$ cat config.mk
export PLATFORM = sky130hd
export DESIGN_NAME = bldc_commutation
export DESIGN_NICKNAME = d
export VERILOG_FILES = /design/src/rtl/level_sync.v /design/src/rtl/bldc_commutation.v
export VERILOG_INCLUDE_DIRS = /design/src /design/src/rtl
export SDC_FILE = /design/constraint.sdc
export NUM_CORES = 1
export LEC_CHECK = 0
export BUFFER_PORTS_ARGS = -buffer_cell sky130_fd_sc_hd__buf_2
export CAP_MARGIN = 20
export CORE_ASPECT_RATIO = 1.25
export CORE_UTILIZATION = 32
export CTS_CLUSTER_SIZE = 14
export DETAILED_ROUTE_END_ITERATION = 8
export GPL_TIMING_DRIVEN = 0
export PLACE_DENSITY = 0.44
export SLEW_MARGIN = 5
export SYNTH_ARGS = -nofsm -noshare
export SYNTH_HDL_FRONTEND = slang
export SYNTH_SLANG_ARGS = --single-unit
$ cat constraint.sdc
create_clock -name clk -period 3.1 [get_ports clk]
set_input_delay 0.62 -clock clk [delete_from_list [all_inputs] [get_ports clk]]
set_output_delay 0.62 -clock clk [all_outputs]
set_load 0.05 [all_outputs]
$ cat src/rtl/bldc_map.vh
/*
  constants for the sensorless three-phase commutation and pwm block.
  assumes a single 125 mhz clock and inputs already turned into logic levels or codes.
*/
`ifndef BLDC_MAP_VH
`define BLDC_MAP_VH

`define CLK_HZ            125000000
`define RETRY_TIME_MS     1000
`define PWM_BITS          8
`define PWM_LAST          8'hFF
`define DUTY_BITS         6
`define DUTY_ZERO         6'h00
`define FORCED_BASE       65536
`define MAX_COMM_CYCLES   2048
`define RATE_MID          2'h1
`define RATE_LOW          2'h0
`define STEP_FIRST        3'h0
`define STEP_LAST         3'h5
`define ST_IDLE           3'h0
`define ST_ALIGN          3'h1
`define ST_FORCED         3'h2
`define ST_SENSORLESS     3'h3
`define ST_FAULT          3'h4
`define PH_U              3'h1
`define PH_V              3'h2
`define PH_W              3'h4
`define PH_NONE           3'h0

`endif

$ cat src/rtl/level_sync.v
/*
  two flip-flop synchroniser, one bit per lane.
  assumes each lane is a slow level from outside the clock domain.
*/
`timescale 1ns/1ns
`default_nettype none

module level_sync #(
  parameter WIDTH = 1
) (
  input  wire             clk,
  input  wire             reset_n,
  input  wire [WIDTH-1:0] async_in,
  output reg  [WIDTH-1:0] sync_out
);

  reg [WIDTH-1:0] stage;

  always @(posedge clk or negedge reset_n) begin
    if (!reset_n) begin
      stage    <= {WIDTH{1'b0}};
      sync_out <= {WIDTH{1'b0}};
    end else begin
      stage    <= async_in;
      sync_out <= stage;
    end
  end

endmodule // level_sync

`default_nettype wire

$ cat src/rtl/bldc_commutation.v
/*
  sensorless three-phase brushless commutation and pwm controller.
  assumes outside comparators and a 6-bit converter deliver asynchronous levels, synchronised here.
*/
// Contract
// - align, then forced, then back-emf commutation
// - alignment ends when timing node drops
// - startup duty from startup duty node
// - faster than forced rate enters sensorless
// - forced step 2^16, 2^17, 2^18 clocks
// - pwm period is 256 clocks
// - 6-bit speed code sets duty
// - duty zero, n/64, saturating at 63/64
// - fault disables gate drives (duty monitor keeps running), retries after one second
// - too fast or too slow is fault
// - position sampled on falling pwm edge
// - zero lead forced, selected lead sensorless
// - overlap select high gives plain 120 degree
// - overlap length follows lead setting
// - low side active high, high side selectable
// - overcurrent stops all gate drives and the duty monitor
// - monitor shows speed duty and overcurrent
`timescale 1ns/1ns
`default_nettype none
`include "bldc_map.vh"

module bldc_commutation #(
  parameter RETRY_CYCLES    = (`CLK_HZ / 1000) * `RETRY_TIME_MS,
  parameter FORCED_BASE     = `FORCED_BASE,
  parameter MAX_COMM_CYCLES = `MAX_COMM_CYCLES
) (
  input  wire       clk,
  input  wire       reset_n,
  input  wire [5:0] speed_command_input,
  input  wire [5:0] startup_duty_node,
  input  wire       excitation_timing_node,
  input  wire [1:0] startup_rate_select,
  input  wire [2:0] position_sense,
  input  wire       advance_angle_select,
  input  wire       overlap_select,
  input  wire       highside_polarity_select,
  input  wire       rotation_direction,
  input  wire       overcurrent_sense,
  output reg        u_high_drive,
  output reg        u_low_drive,
  output reg        v_high_drive,
  output reg        v_low_drive,
  output reg        w_high_drive,
  output reg        w_low_drive,
  output reg        duty_monitor,
  output reg        fault_active,
  output reg  [2:0] motor_state
);

  wire [22:0] pin_sync;
  wire [5:0]  speed_sync   = pin_sync[5:0];
  wire [5:0]  startup_sync = pin_sync[11:6];
  wire [2:0]  pos_sync     = pin_sync[14:12];
  wire [1:0]  rate_sync    = pin_sync[16:15];
  wire        excite_sync  = pin_sync[17];
  wire        lead_sync    = pin_sync[18];
  wire        overlap_sync = pin_sync[19];
  wire        pol_sync     = pin_sync[20];
  wire        dir_sync     = pin_sync[21];
  wire        oc_sync      = pin_sync[22];
  level_sync #(.WIDTH(23)) sync_pins (.clk(clk), .reset_n(reset_n), .sync_out(pin_sync),
    .async_in({overcurrent_sense, rotation_direction, highside_polarity_select, overlap_select,
               advance_angle_select, excitation_timing_node, startup_rate_select, position_sense,
               startup_duty_node, speed_command_input}));

  reg [7:0]  pwm_cnt;
  reg [5:0]  duty_now;
  reg [5:0]  speed_duty;
  reg        pwm_on_q;
  reg [2:0]  state;
  reg [2:0]  step;
  reg [2:0]  prev_step;
  reg [31:0] timer;
  reg [19:0] interval;
  reg [19:0] comm_delay;
  reg        comm_pending;
  reg [19:0] overlap_cnt;
  reg [2:0]  pos_sampled;
  reg        edge_seen;
  reg [19:0] period;
  // a duty code is only taken at the period boundary, so a mid-period change cannot split a pulse
  wire       period_end = (pwm_cnt == `PWM_LAST);
  wire       pwm_on     = (pwm_cnt[7:2] < duty_now);
  wire       mon_on     = (pwm_cnt[7:2] < speed_duty);
  wire       pwm_fall   = pwm_on_q & ~pwm_on;
  wire       pos_edge   = pwm_fall & (pos_sync != pos_sampled);
  wire       running    = (speed_sync != `DUTY_ZERO);
  wire [31:0] forced_full = (rate_sync == `RATE_LOW) ? FORCED_BASE * 4 :
                            (rate_sync == `RATE_MID) ? FORCED_BASE * 2 : FORCED_BASE;
  wire [19:0] forced_len  = forced_full[19:0];
  // natural zero crossing sits 30 degrees ahead of the ideal commutation point
  wire [19:0] lead_delay = lead_sync ? (interval >> 2) : ((interval >> 2) + (interval >> 3));
  // overlap is a share of the last edge spacing, not of the time since the edge
  wire [19:0] overlap_len = lead_sync ? (period >> 2) : (period >> 3);

  function [2:0] next_step;
    input [2:0] s;
    input       fwd;
    begin
      if (fwd)
        next_step = (s == `STEP_LAST) ? `STEP_FIRST : s + 3'h1;
      else
        next_step = (s == `STEP_FIRST) ? `STEP_LAST : s - 3'h1;
    end
  endfunction
  function [2:0] high_of;
    input [2:0] s;
    begin
      case (s)
        3'h0, 3'h1: high_of = `PH_U;
        3'h2, 3'h3: high_of = `PH_V;
        3'h4, 3'h5: high_of = `PH_W;
        default:    high_of = `PH_NONE;
      endcase
    end
  endfunction
  function [2:0] low_of;
    input [2:0] s;
    begin
      case (s)
        3'h0, 3'h5: low_of = `PH_V;
        3'h1, 3'h2: low_of = `PH_W;
        3'h3, 3'h4: low_of = `PH_U;
        default:    low_of = `PH_NONE;
      endcase
    end
  endfunction

  // pwm carrier and duty selection
  always @(posedge clk or negedge reset_n) begin
    if (!reset_n) begin
      pwm_cnt    <= 8'h00;
      duty_now   <= `DUTY_ZERO;
      speed_duty <= `DUTY_ZERO;
      pwm_on_q   <= 1'b0;
    end else begin
      pwm_cnt  <= pwm_cnt + 8'h01;
      pwm_on_q <= pwm_on;
      if (period_end) begin
        speed_duty <= speed_sync;
        duty_now <= (state == `ST_SENSORLESS) ? speed_sync : startup_sync;
      end
    end
  end

  // start-up sequence, commutation and fault retry
  always @(posedge clk or negedge reset_n) begin
    if (!reset_n) begin
      state        <= `ST_IDLE;
      step         <= `STEP_FIRST;
      prev_step    <= `STEP_FIRST;
      timer        <= 32'h0000_0000;
      interval     <= 20'h00000;
      comm_delay   <= 20'h00000;
      comm_pending <= 1'b0;
      overlap_cnt  <= 20'h00000;
      pos_sampled  <= 3'h0;
      edge_seen    <= 1'b0;
      period       <= 20'h00000;
    end else begin
      if (pwm_fall)
        pos_sampled <= pos_sync;
      if (pos_edge)
        period <= interval;
      if (overlap_cnt != 20'h00000)
        overlap_cnt <= overlap_cnt - 20'h00001;
      if (interval != 20'hFFFFF)
        interval <= interval + 20'h00001;
      case (state)
        `ST_IDLE: begin
          step      <= `STEP_FIRST;
          prev_step <= `STEP_FIRST;
          edge_seen <= 1'b0;
          if (running)
            state <= `ST_ALIGN;
        end
        `ST_ALIGN: begin
          timer    <= 32'h0000_0000;
          interval <= 20'h00000;
          if (!running)
            state <= `ST_IDLE;
          else if (!excite_sync)
            state <= `ST_FORCED;
        end
        `ST_FORCED: begin
          if (!running) begin
            state <= `ST_IDLE;
          end else if (pos_edge && edge_seen && interval < forced_len) begin
            state        <= `ST_SENSORLESS;
            interval     <= 20'h00000;
            comm_delay   <= lead_delay;
            comm_pending <= 1'b1;
          end else begin
            if (pos_edge) begin
              edge_seen <= 1'b1;
              interval  <= 20'h00000;
            end
            if (timer >= {12'h000, forced_len} - 32'h1) begin
              timer     <= 32'h0000_0000;
              prev_step <= step;
              step      <= next_step(step, dir_sync);
            end else begin
              timer <= timer + 32'h1;
            end
          end
        end
        `ST_SENSORLESS: begin
          if (!running) begin
            state <= `ST_IDLE;
          end else if ((pos_edge && interval < MAX_COMM_CYCLES) || interval >= forced_len) begin
            state <= `ST_FAULT;
            timer <= 32'h0000_0000;
          end else begin
            if (pos_edge) begin
              interval     <= 20'h00000;
              comm_delay   <= lead_delay;
              comm_pending <= 1'b1;
            end else if (comm_pending) begin
              if (comm_delay == 20'h00000) begin
                comm_pending <= 1'b0;
                prev_step    <= step;
                step         <= next_step(step, dir_sync);
                if (!overlap_sync)
                  overlap_cnt <= overlap_len;
              end else begin
                comm_delay <= comm_delay - 20'h00001;
              end
            end
          end
        end
        `ST_FAULT: begin
          comm_pending <= 1'b0;
          overlap_cnt  <= 20'h00000;
          // retry goes through alignment again, so a persistent fault loops here every second
          if (timer >= RETRY_CYCLES - 1)
            state <= `ST_IDLE;
          else
            timer <= timer + 32'h1;
        end
        default: state <= `ST_IDLE;
      endcase
    end
  end

  // gate drive: the high side carries the chopping, the low side stays on for the whole step
  reg [2:0] hi_act;
  reg [2:0] lo_act;
  reg       drive_ok;
  always @* begin
    drive_ok = (state == `ST_ALIGN || state == `ST_FORCED || state == `ST_SENSORLESS) && !oc_sync;
    hi_act   = high_of(step);
    lo_act   = low_of(step);
    if (overlap_cnt != 20'h00000) begin
      hi_act = hi_act | high_of(prev_step);
      lo_act = lo_act | low_of(prev_step);
    end
    if (!drive_ok || !pwm_on)
      hi_act = `PH_NONE;
    if (!drive_ok)
      lo_act = `PH_NONE;
  end

  always @(posedge clk or negedge reset_n) begin
    if (!reset_n) begin
      u_high_drive <= 1'b0;
      v_high_drive <= 1'b0;
      w_high_drive <= 1'b0;
      u_low_drive  <= 1'b0;
      v_low_drive  <= 1'b0;
      w_low_drive  <= 1'b0;
      duty_monitor <= 1'b0;
      fault_active <= 1'b0;
      motor_state  <= `ST_IDLE;
    end else begin
      u_high_drive <= hi_act[0] ^ pol_sync;
      v_high_drive <= hi_act[1] ^ pol_sync;
      w_high_drive <= hi_act[2] ^ pol_sync;
      u_low_drive  <= lo_act[0];
      v_low_drive  <= lo_act[1];
      w_low_drive  <= lo_act[2];
      duty_monitor <= mon_on & ~oc_sync;
      fault_active <= (state == `ST_FAULT);
      motor_state  <= state;
    end
  end

endmodule // bldc_commutation

`default_nettype wire

# ---- Word level (Yosys, flattened, before mapping)
# Index checks and enable logic that the tools add are counted.
dict set report classes {
  n_addsub 9
  n_mul 0
  div_mod_pow 0
  magnitude_cmp 7
  n_eq_ne 37
  shifts 0
  muxes 87
  bitwise 10
  reduce_logical 41
}
# operator count
set op_table {}
lappend op_table {{20-bit 2-to-1 mux} 20}
lappend op_table {{32-bit 2-to-1 mux} 6}
lappend op_table {{32-bit case mux with 4 select lines} 1}
lappend op_table {{3-bit 2-to-1 mux} 33}
lappend op_table {{20-bit case mux with 2 select lines} 2}
lappend op_table {{20-bit case mux with 3 select lines} 1}
lappend op_table {{3-bit case mux with 3 select lines} 6}
lappend op_table {{20-bit by 1-bit subtractor with 20-bit output (second input constant)} 2}
lappend op_table {{19-bit 2-to-1 mux} 2}
lappend op_table {{18-bit 2-to-1 mux} 2}
lappend op_table {{32-bit by 1-bit adder with 32-bit output (second input constant)} 1}
lappend op_table {{32-bit by 27-bit greater-or-equal comparator with 1-bit output (second input constant)} 1}
lappend op_table {{32-bit greater-or-equal comparator} 1}
lappend op_table {{2-bit != test (second input constant)} 14}
lappend op_table {{2-bit OR reduction} 12}
lappend op_table {{20-bit by 1-bit adder with 20-bit output (second input constant)} 1}
lappend op_table {{20-bit by 19-bit greater-or-equal comparator with 1-bit output} 1}
lappend op_table {{20-bit zero test} 1}
lappend op_table {{20-bit by 12-bit less-than comparator with 1-bit output (second input constant)} 1}
lappend op_table {{20-bit by 19-bit less-than comparator with 1-bit output} 1}
lappend op_table {{20-bit != test (second input constant)} 1}
lappend op_table {{20-bit nonzero test} 1}
lappend op_table {{19-bit by 1-bit subtractor with 20-bit output (second input constant)} 1}
lappend op_table {{18-bit by 17-bit adder with 19-bit output} 1}
lappend op_table {{other kinds (34)} 78}
dict set report word_totals {
  ff_bits 204
  latch_bits 0
  ram_bits 0
  romBits 0
  inputBits 25
  output_inout_bits 11
  wordCells 217
  memories 0
}

# ---- Depth between registers and ports, before layout
dict set report logic_depth {
  ltp_word 9
  mapped_depth 12
  ltp_nobuf 11
}

# ---- Hierarchy
# A second synthesis with hierarchy kept.
dict set report unflattened {
  cells_unflattened 1162
  hier_area_um2 10955.5
}
# mod instances cells_each area_per_inst_um2 seq_area_each_um2
set by_module_without_submodules {}
lappend by_module_without_submodules {bldc_commutation 1 1116 9804.4 3903.7}
lappend by_module_without_submodules {level_sync 1 46 1151.1 1151.1}

# ---- Worst setup path before layout
# Ideal clock, no wire load.
dict set report synth_path {
  path_type {register to register}
  from {register sync_pins.sync_out[16]}
  to {register timer[15]}
  setup_time_ns 0.132
  t_arrival_ns 2.644
  t_required_ns 2.968
  setup_slack_ns 0.324
  stages_incl_launch_ff 13
  path_buffers 2
  period_less_slack_ns 2.776
  path_cell_list {dfrtp_1 or2_2 ha_1 nand4_1 or3_1 nand3_1 a31oi_1 a211o_1 a21o_1 buf_2 clkbuf_1 o21ai_0 o41ai_2}
}
dict set report synth_between {
  elab_chain_len 9
  word_cells_on_any_way 17
  classes_between {1 x add/sub; 3 x order compare; 3 x eq/ne; 6 x mux; 4 x reduce/logical}
}
# element line
set synth_lines {}
lappend synth_lines {{start, declared} level_sync.v:14} ;# output reg [WIDTH-1:0] sync_out
lappend synth_lines {{start signal, assigned} level_sync.v:22} ;# sync_out <= {WIDTH{1'b0}};
lappend synth_lines {{start signal, assigned} level_sync.v:25} ;# sync_out <= stage;
lappend synth_lines {{2-bit by 1-bit equality test with 1-bit output (no source line)} n/a}
lappend synth_lines {{18-bit 2-to-1 mux} bldc_commutation.v:94} ;# (rate_sync == `RATE_MID) ? FORCED_BASE * 2 : FORCED_BASE;
lappend synth_lines {{19-bit 2-to-1 mux (*)} bldc_commutation.v:93} ;# wire [31:0] forced_full = (rate_sync == `RATE_LOW) ? FORCED_BASE * 4 :
lappend synth_lines {{19-bit by 1-bit subtractor with 20-bit output} bldc_commutation.v:203} ;# if (timer >= {12'h000, forced_len} - 32'h1) begin
lappend synth_lines {{32-bit greater-or-equal comparator} bldc_commutation.v:203}
lappend synth_lines {{32-bit 2-to-1 mux} bldc_commutation.v:203}
lappend synth_lines {{32-bit 2-to-1 mux} bldc_commutation.v:193} ;# end else if (pos_edge && edge_seen && interval < forced_len) begin
lappend synth_lines {{32-bit 2-to-1 mux} bldc_commutation.v:191} ;# if (!running) begin
lappend synth_lines {{32-bit case mux with 4 select lines} bldc_commutation.v:174} ;# case (state)
lappend synth_lines {{end signal, assigned} bldc_commutation.v:208} ;# timer <= timer + 32'h1;
lappend synth_lines {{end signal, assigned} bldc_commutation.v:243} ;# timer <= timer + 32'h1;
lappend synth_lines {{end, declared} bldc_commutation.v:78} ;# reg [31:0] timer;
# Every way passes the cells marked *; elsewhere a longest branch is shown, timed or not. The select of a mux whose other input is x is not followed.
# A chain may end at the register's enable or synchronous reset.

# ---- Worst setup path in the final report
dict set report layout_path {
  from {register sync_pins.sync_out[15]}
  to {register timer[29]}
}
# The elaborated chain is that of the path after synthesis.

==> summary.md <==
| Metric | Value |
|---|---|
| Mapped Nets | `1215` |
| Max-slew violation count | `0` |
| Die area | `34900 um^2` |
| Yosys warning total | `0` |
| Initial core utilization | `32.5%` |
| Number of global-route vias before repair | `8901` |
| Total track usage | `16.8%` |
| Cts bufs inserted | `25` |
| Die Y | `208 um` |
| Critical path's slowest cell | `dfrtp_1` |
| CTS root buffer | `clkbuf_16` |
| Vias | `8538` |
| Ys flop type | `dfrtp_1` |
| Max clock buf depth | `3` |
| Worst hold path class | `in2reg` |
| Ys async rst share | `100%` |
| Period utilization | `95.6%` |
| Gpl congestion | `0.807` |
| DRT iter0 DRCs | `390` |
| Worst IR Drop VDD | `0.000412 V` |
| Io pins | `36` |
| Synth Area per Inst | `9.59 um^2` |
| Data arrival, critical path | `3.40 ns` |
| Final core utilization | `37.8%` |
| Leakage power | `5.60 nW` |
| Share of cells above drive strength 1 | `12.9%` |
| CP Cell Sequence | `or2_4 -> ha_4 -> nand4_1 -> or3_4 -> nand3_2 -> a31oi_4 -> a211o_1 -> a21o_1 -> buf_4 -> or3_1 -> a21oi_2` |
| Drt pass-1 iters | `4` |
| Crit path max fanout | `10` |
| Post-synthesis sequential area ratio | `46.3%` |
| Total Nets Final | `1289` |
| Grt ovf | `0` |
| CTS tree | `yes` |
| Critical Setup Path Class | `reg2reg` |
| CTS sink count | `202` |
| First-pass GRT wire length | `47.3 mm` |
| Synthesized instance count | `1138` |
| Routed WL | `28.6 mm` |
| Cell area power density | `614 nW/um^2` |
| Initial antenna violation count | `0` |
| Clk slew on worst S/H paths | `0.06 ns` |
| Final ANT Viol Nets | `0` |
| H-tree depth | `1` |
| Wire length per cell | `17.3 um` |
| Number of synthesized register bits | `202` |
| Latest clock arrival within the worst-skew pair | `0.51 ns` |
| Worst hold margin | `0.214 ns` |
| Number of synthesized flops with an enable pin | `0` |
| DP HPWL | `20.7 mm` |
| Least-Margin Pin Slew | `0.793 ns` |
| CP peak stage delay | `0.41 ns` |
| Largest net degree at the start of global routing | `88` |
| Final Hold Viols | `0` |
| Yosys cell types | `83` |
| P&R area growth vs syn | `16.5%` |
| RSZ-0062 raised after global routing | `yes` |
| Mapped Area | `10900 um^2` |
| Final setup violating endpoints | `0` |
| Tmin final | `2.96 ns` |
| Via/cell ratio | `5.17` |
| Req. time, crit path | `3.54 ns` |
| Core Box Area | `33600 um^2` |
| Die X | `167 um` |
| Max Clock Skew | `0.00751 ns` |
| Drt drc | `0` |
| Max_cap viols | `0` |
| Relative slew slack | `47.1%` |
| Nature of the critical path endpoint | `register` |
| PortBufs | `35` |
| Ant diodes | `0` |
| Setup crit start kind | `register` |
| Fmax | `337 MHz` |
| Row cnt | `75` |
| Outcome | `completed` |
==> worst max-delay path: cells and delay by family, from the launching register on <==
family	cells	cell delay, ns
compound gates	4	0.75
simple gates	5	1.27
flops	1	0.41
fa+ha+maj	1	0.27
buf+inv	1	0.18
==> synth_stat cells (5+ instances only) <==
library cell / n / area, um^2
xor2_1: 18 / 158
a211oi_1: 8 / 60.1
clkbuf_1: 29 / 109
nor2_1: 107 / 402
or4_1: 7 / 52.6
and2_1: 8 / 50.1
nand2b_1: 17 / 106
o21a_1: 5 / 37.5
or3_1: 10 / 62.6
nor3_1: 33 / 165
xnor2_1: 44 / 385
mux2_2: 5 / 56.3
and3_1: 20 / 125
o21ai_0: 101 / 505
or2_2: 6 / 37.5
a21o_1: 9 / 67.6
nand4_1: 13 / 81.3
dfrtp_1: 202 / 5050
and4_1: 5 / 43.8
o41ai_1: 5 / 43.8
o21ai_1: 9 / 45.0
nand3_1: 45 / 225
a21oi_1: 50 / 250
nor2b_1: 16 / 100
o31ai_1: 21 / 158
ha_1: 51 / 638
buf_2: 9 / 45.0
inv_1: 52 / 195
nor4_1: 15 / 93.8
o211ai_1: 6 / 45.0
nand2_1: 82 / 308
o22ai_1: 9 / 56.3
o22a_1: 5 / 43.8
a31oi_1: 10 / 62.6
mux2i_1: 27 / 270
==> kinds of logic (layout without fill, tap and decap cells) <==
logic type	Yosys count	after routing	share of synthesized area (%)
flops	202	202	46.3
xor+xnor	62	62	4.97
compound gates	283	283	16.8
fa+ha+maj	52	52	6.03
mux	32	32	2.99
simple gates	407	407	19.0
buf+inv	100	189	3.89
==> power breakdown <==
group | switching, mW | internal (mW) | total (mW)
combinational | 1.43 | 0.712 | 2.14
clock | 1.11 | 1.65 | 2.76
sequential | 0.116 | 2.79 | 2.91
total | 2.66 | 5.15 | 7.81
==> flip-flops by register name, indices dropped and copies added (netlist names), 3 cells and up <==
signal              cells
prev_step               3
motor_state             3
interval               20
timer                  32
speed_duty              6
pwm_cnt                 8
period                 18
pos_sampled             3
sync_pins.sync_out     23
comm_delay             20
state                   3
step                    3
sync_pins.stage        23
overlap_cnt            20
duty_now                6
==> layout make-up <==
cell class,count,area [um^2]
fillers,3471,20900
clock buffers,34,699
plain buffers,47,248
multi-input cells,836,5590
well taps,423,529
flip-flops and latches,202,5060
repair buffers,48,323
inverters,52,195
clock inverters,8,67.6
==> through the flow <==
| stage | setup TNS (ns) | cell area [um^2] | cells | setup slack, ns | power (mW) |
|---|---|---|---|---|---|
| after CTS | 0 | 12600 | 1645 | 0.00795 | 7.94 |
| after floorplan | 0 | 10900 | 1138 | 0.324 | 4.31 |
| final | 0 | 12700 | 1650 | 0.135 | 7.81 |
| after detailed placement | -12.81 | 11700 | 1598 | -0.335 | 5.00 |
| after global routing | -0.0638 | 12700 | 1650 | -0.0572 | 8.28 |
| after global placement | -489.13 | 11600 | 1596 | -2.39 | 4.98 |
==> path summary, 6_finish.rpt <==
path	slack, ns	depth (start not counted)	endpoint	from
max reg2reg	0.14	11	timer[29]$_DFFE_PN0P_	sync_pins.sync_out[15]$_DFF_PN0_
min	0.21	1	sync_pins.stage[6]$_DFF_PN0_	startup_duty_node[0]
max	0.14	11	timer[29]$_DFFE_PN0P_	sync_pins.sync_out[15]$_DFF_PN0_
min reg2reg	0.34	0	sync_pins.sync_out[9]$_DFF_PN0_	sync_pins.stage[9]$_DFF_PN0_
max in group asynchronous	1.78	3	sync_pins.stage[19]$_DFF_PN0_	reset_n
min in group asynchronous	0.57	2	overlap_cnt[5]$_DFF_PN0_	reset_n
==> routing by layer <==
layer	GRT usage (%)	vias to the layer above	wire length (um)	share of wire (%)
met1	21.3	4174	12900	45
met2	30.1	92	14500	51
met3	2.07	31	773	2.7
met5	0	-	0	0
met4	3.99	0	427	1.5
li1	-	4241	-	-
==> layout by cell type, fill, tap and decap left out, types with 6 or more instances in the layout <==
| cell | netlist | layout |
|---|---|---|
| and3_1 | 20 | 20 |
| and2_1 | 8 | 8 |
| clkinv_2 | 0 | 6 |
| nor2_1 | 107 | 105 |
| or3_1 | 10 | 9 |
| nand2_1 | 82 | 81 |
| inv_1 | 52 | 52 |
| a21o_1 | 9 | 9 |
| xor2_1 | 18 | 18 |
| o211ai_1 | 6 | 6 |
| o21ai_0 | 101 | 93 |
| xnor2_1 | 44 | 44 |
| clkbuf_1 | 29 | 27 |
| nand2b_1 | 17 | 17 |
| or4_1 | 7 | 7 |
| o31ai_1 | 21 | 19 |
| nand4_1 | 13 | 13 |
| buf_2 | 9 | 43 |
| a211oi_1 | 8 | 8 |
| clkbuf_16 | 0 | 25 |
| buf_4 | 2 | 12 |
| nor2b_1 | 16 | 16 |
| a21oi_1 | 50 | 48 |
| mux2i_1 | 27 | 27 |
| a31oi_1 | 10 | 8 |
| nor3_1 | 33 | 33 |
| o22ai_1 | 9 | 9 |
| nor4_1 | 15 | 14 |
| o21ai_1 | 9 | 17 |
| dfrtp_1 | 202 | 199 |
| nand3_1 | 45 | 42 |
| ha_1 | 51 | 50 |
==> what timing repair did <==
action / 4_1_cts / 5_1_grt
endpoints found under the hold margin: 32 / 0
gates resized for setup: 22 / 32
buffers inserted: 4 / 5
setup endpoints to repair: 72 / 95
hold buffers: 1 / 0
pin swaps: 2 / 3
Note: power is estimated with default switching activity, not from simulation.
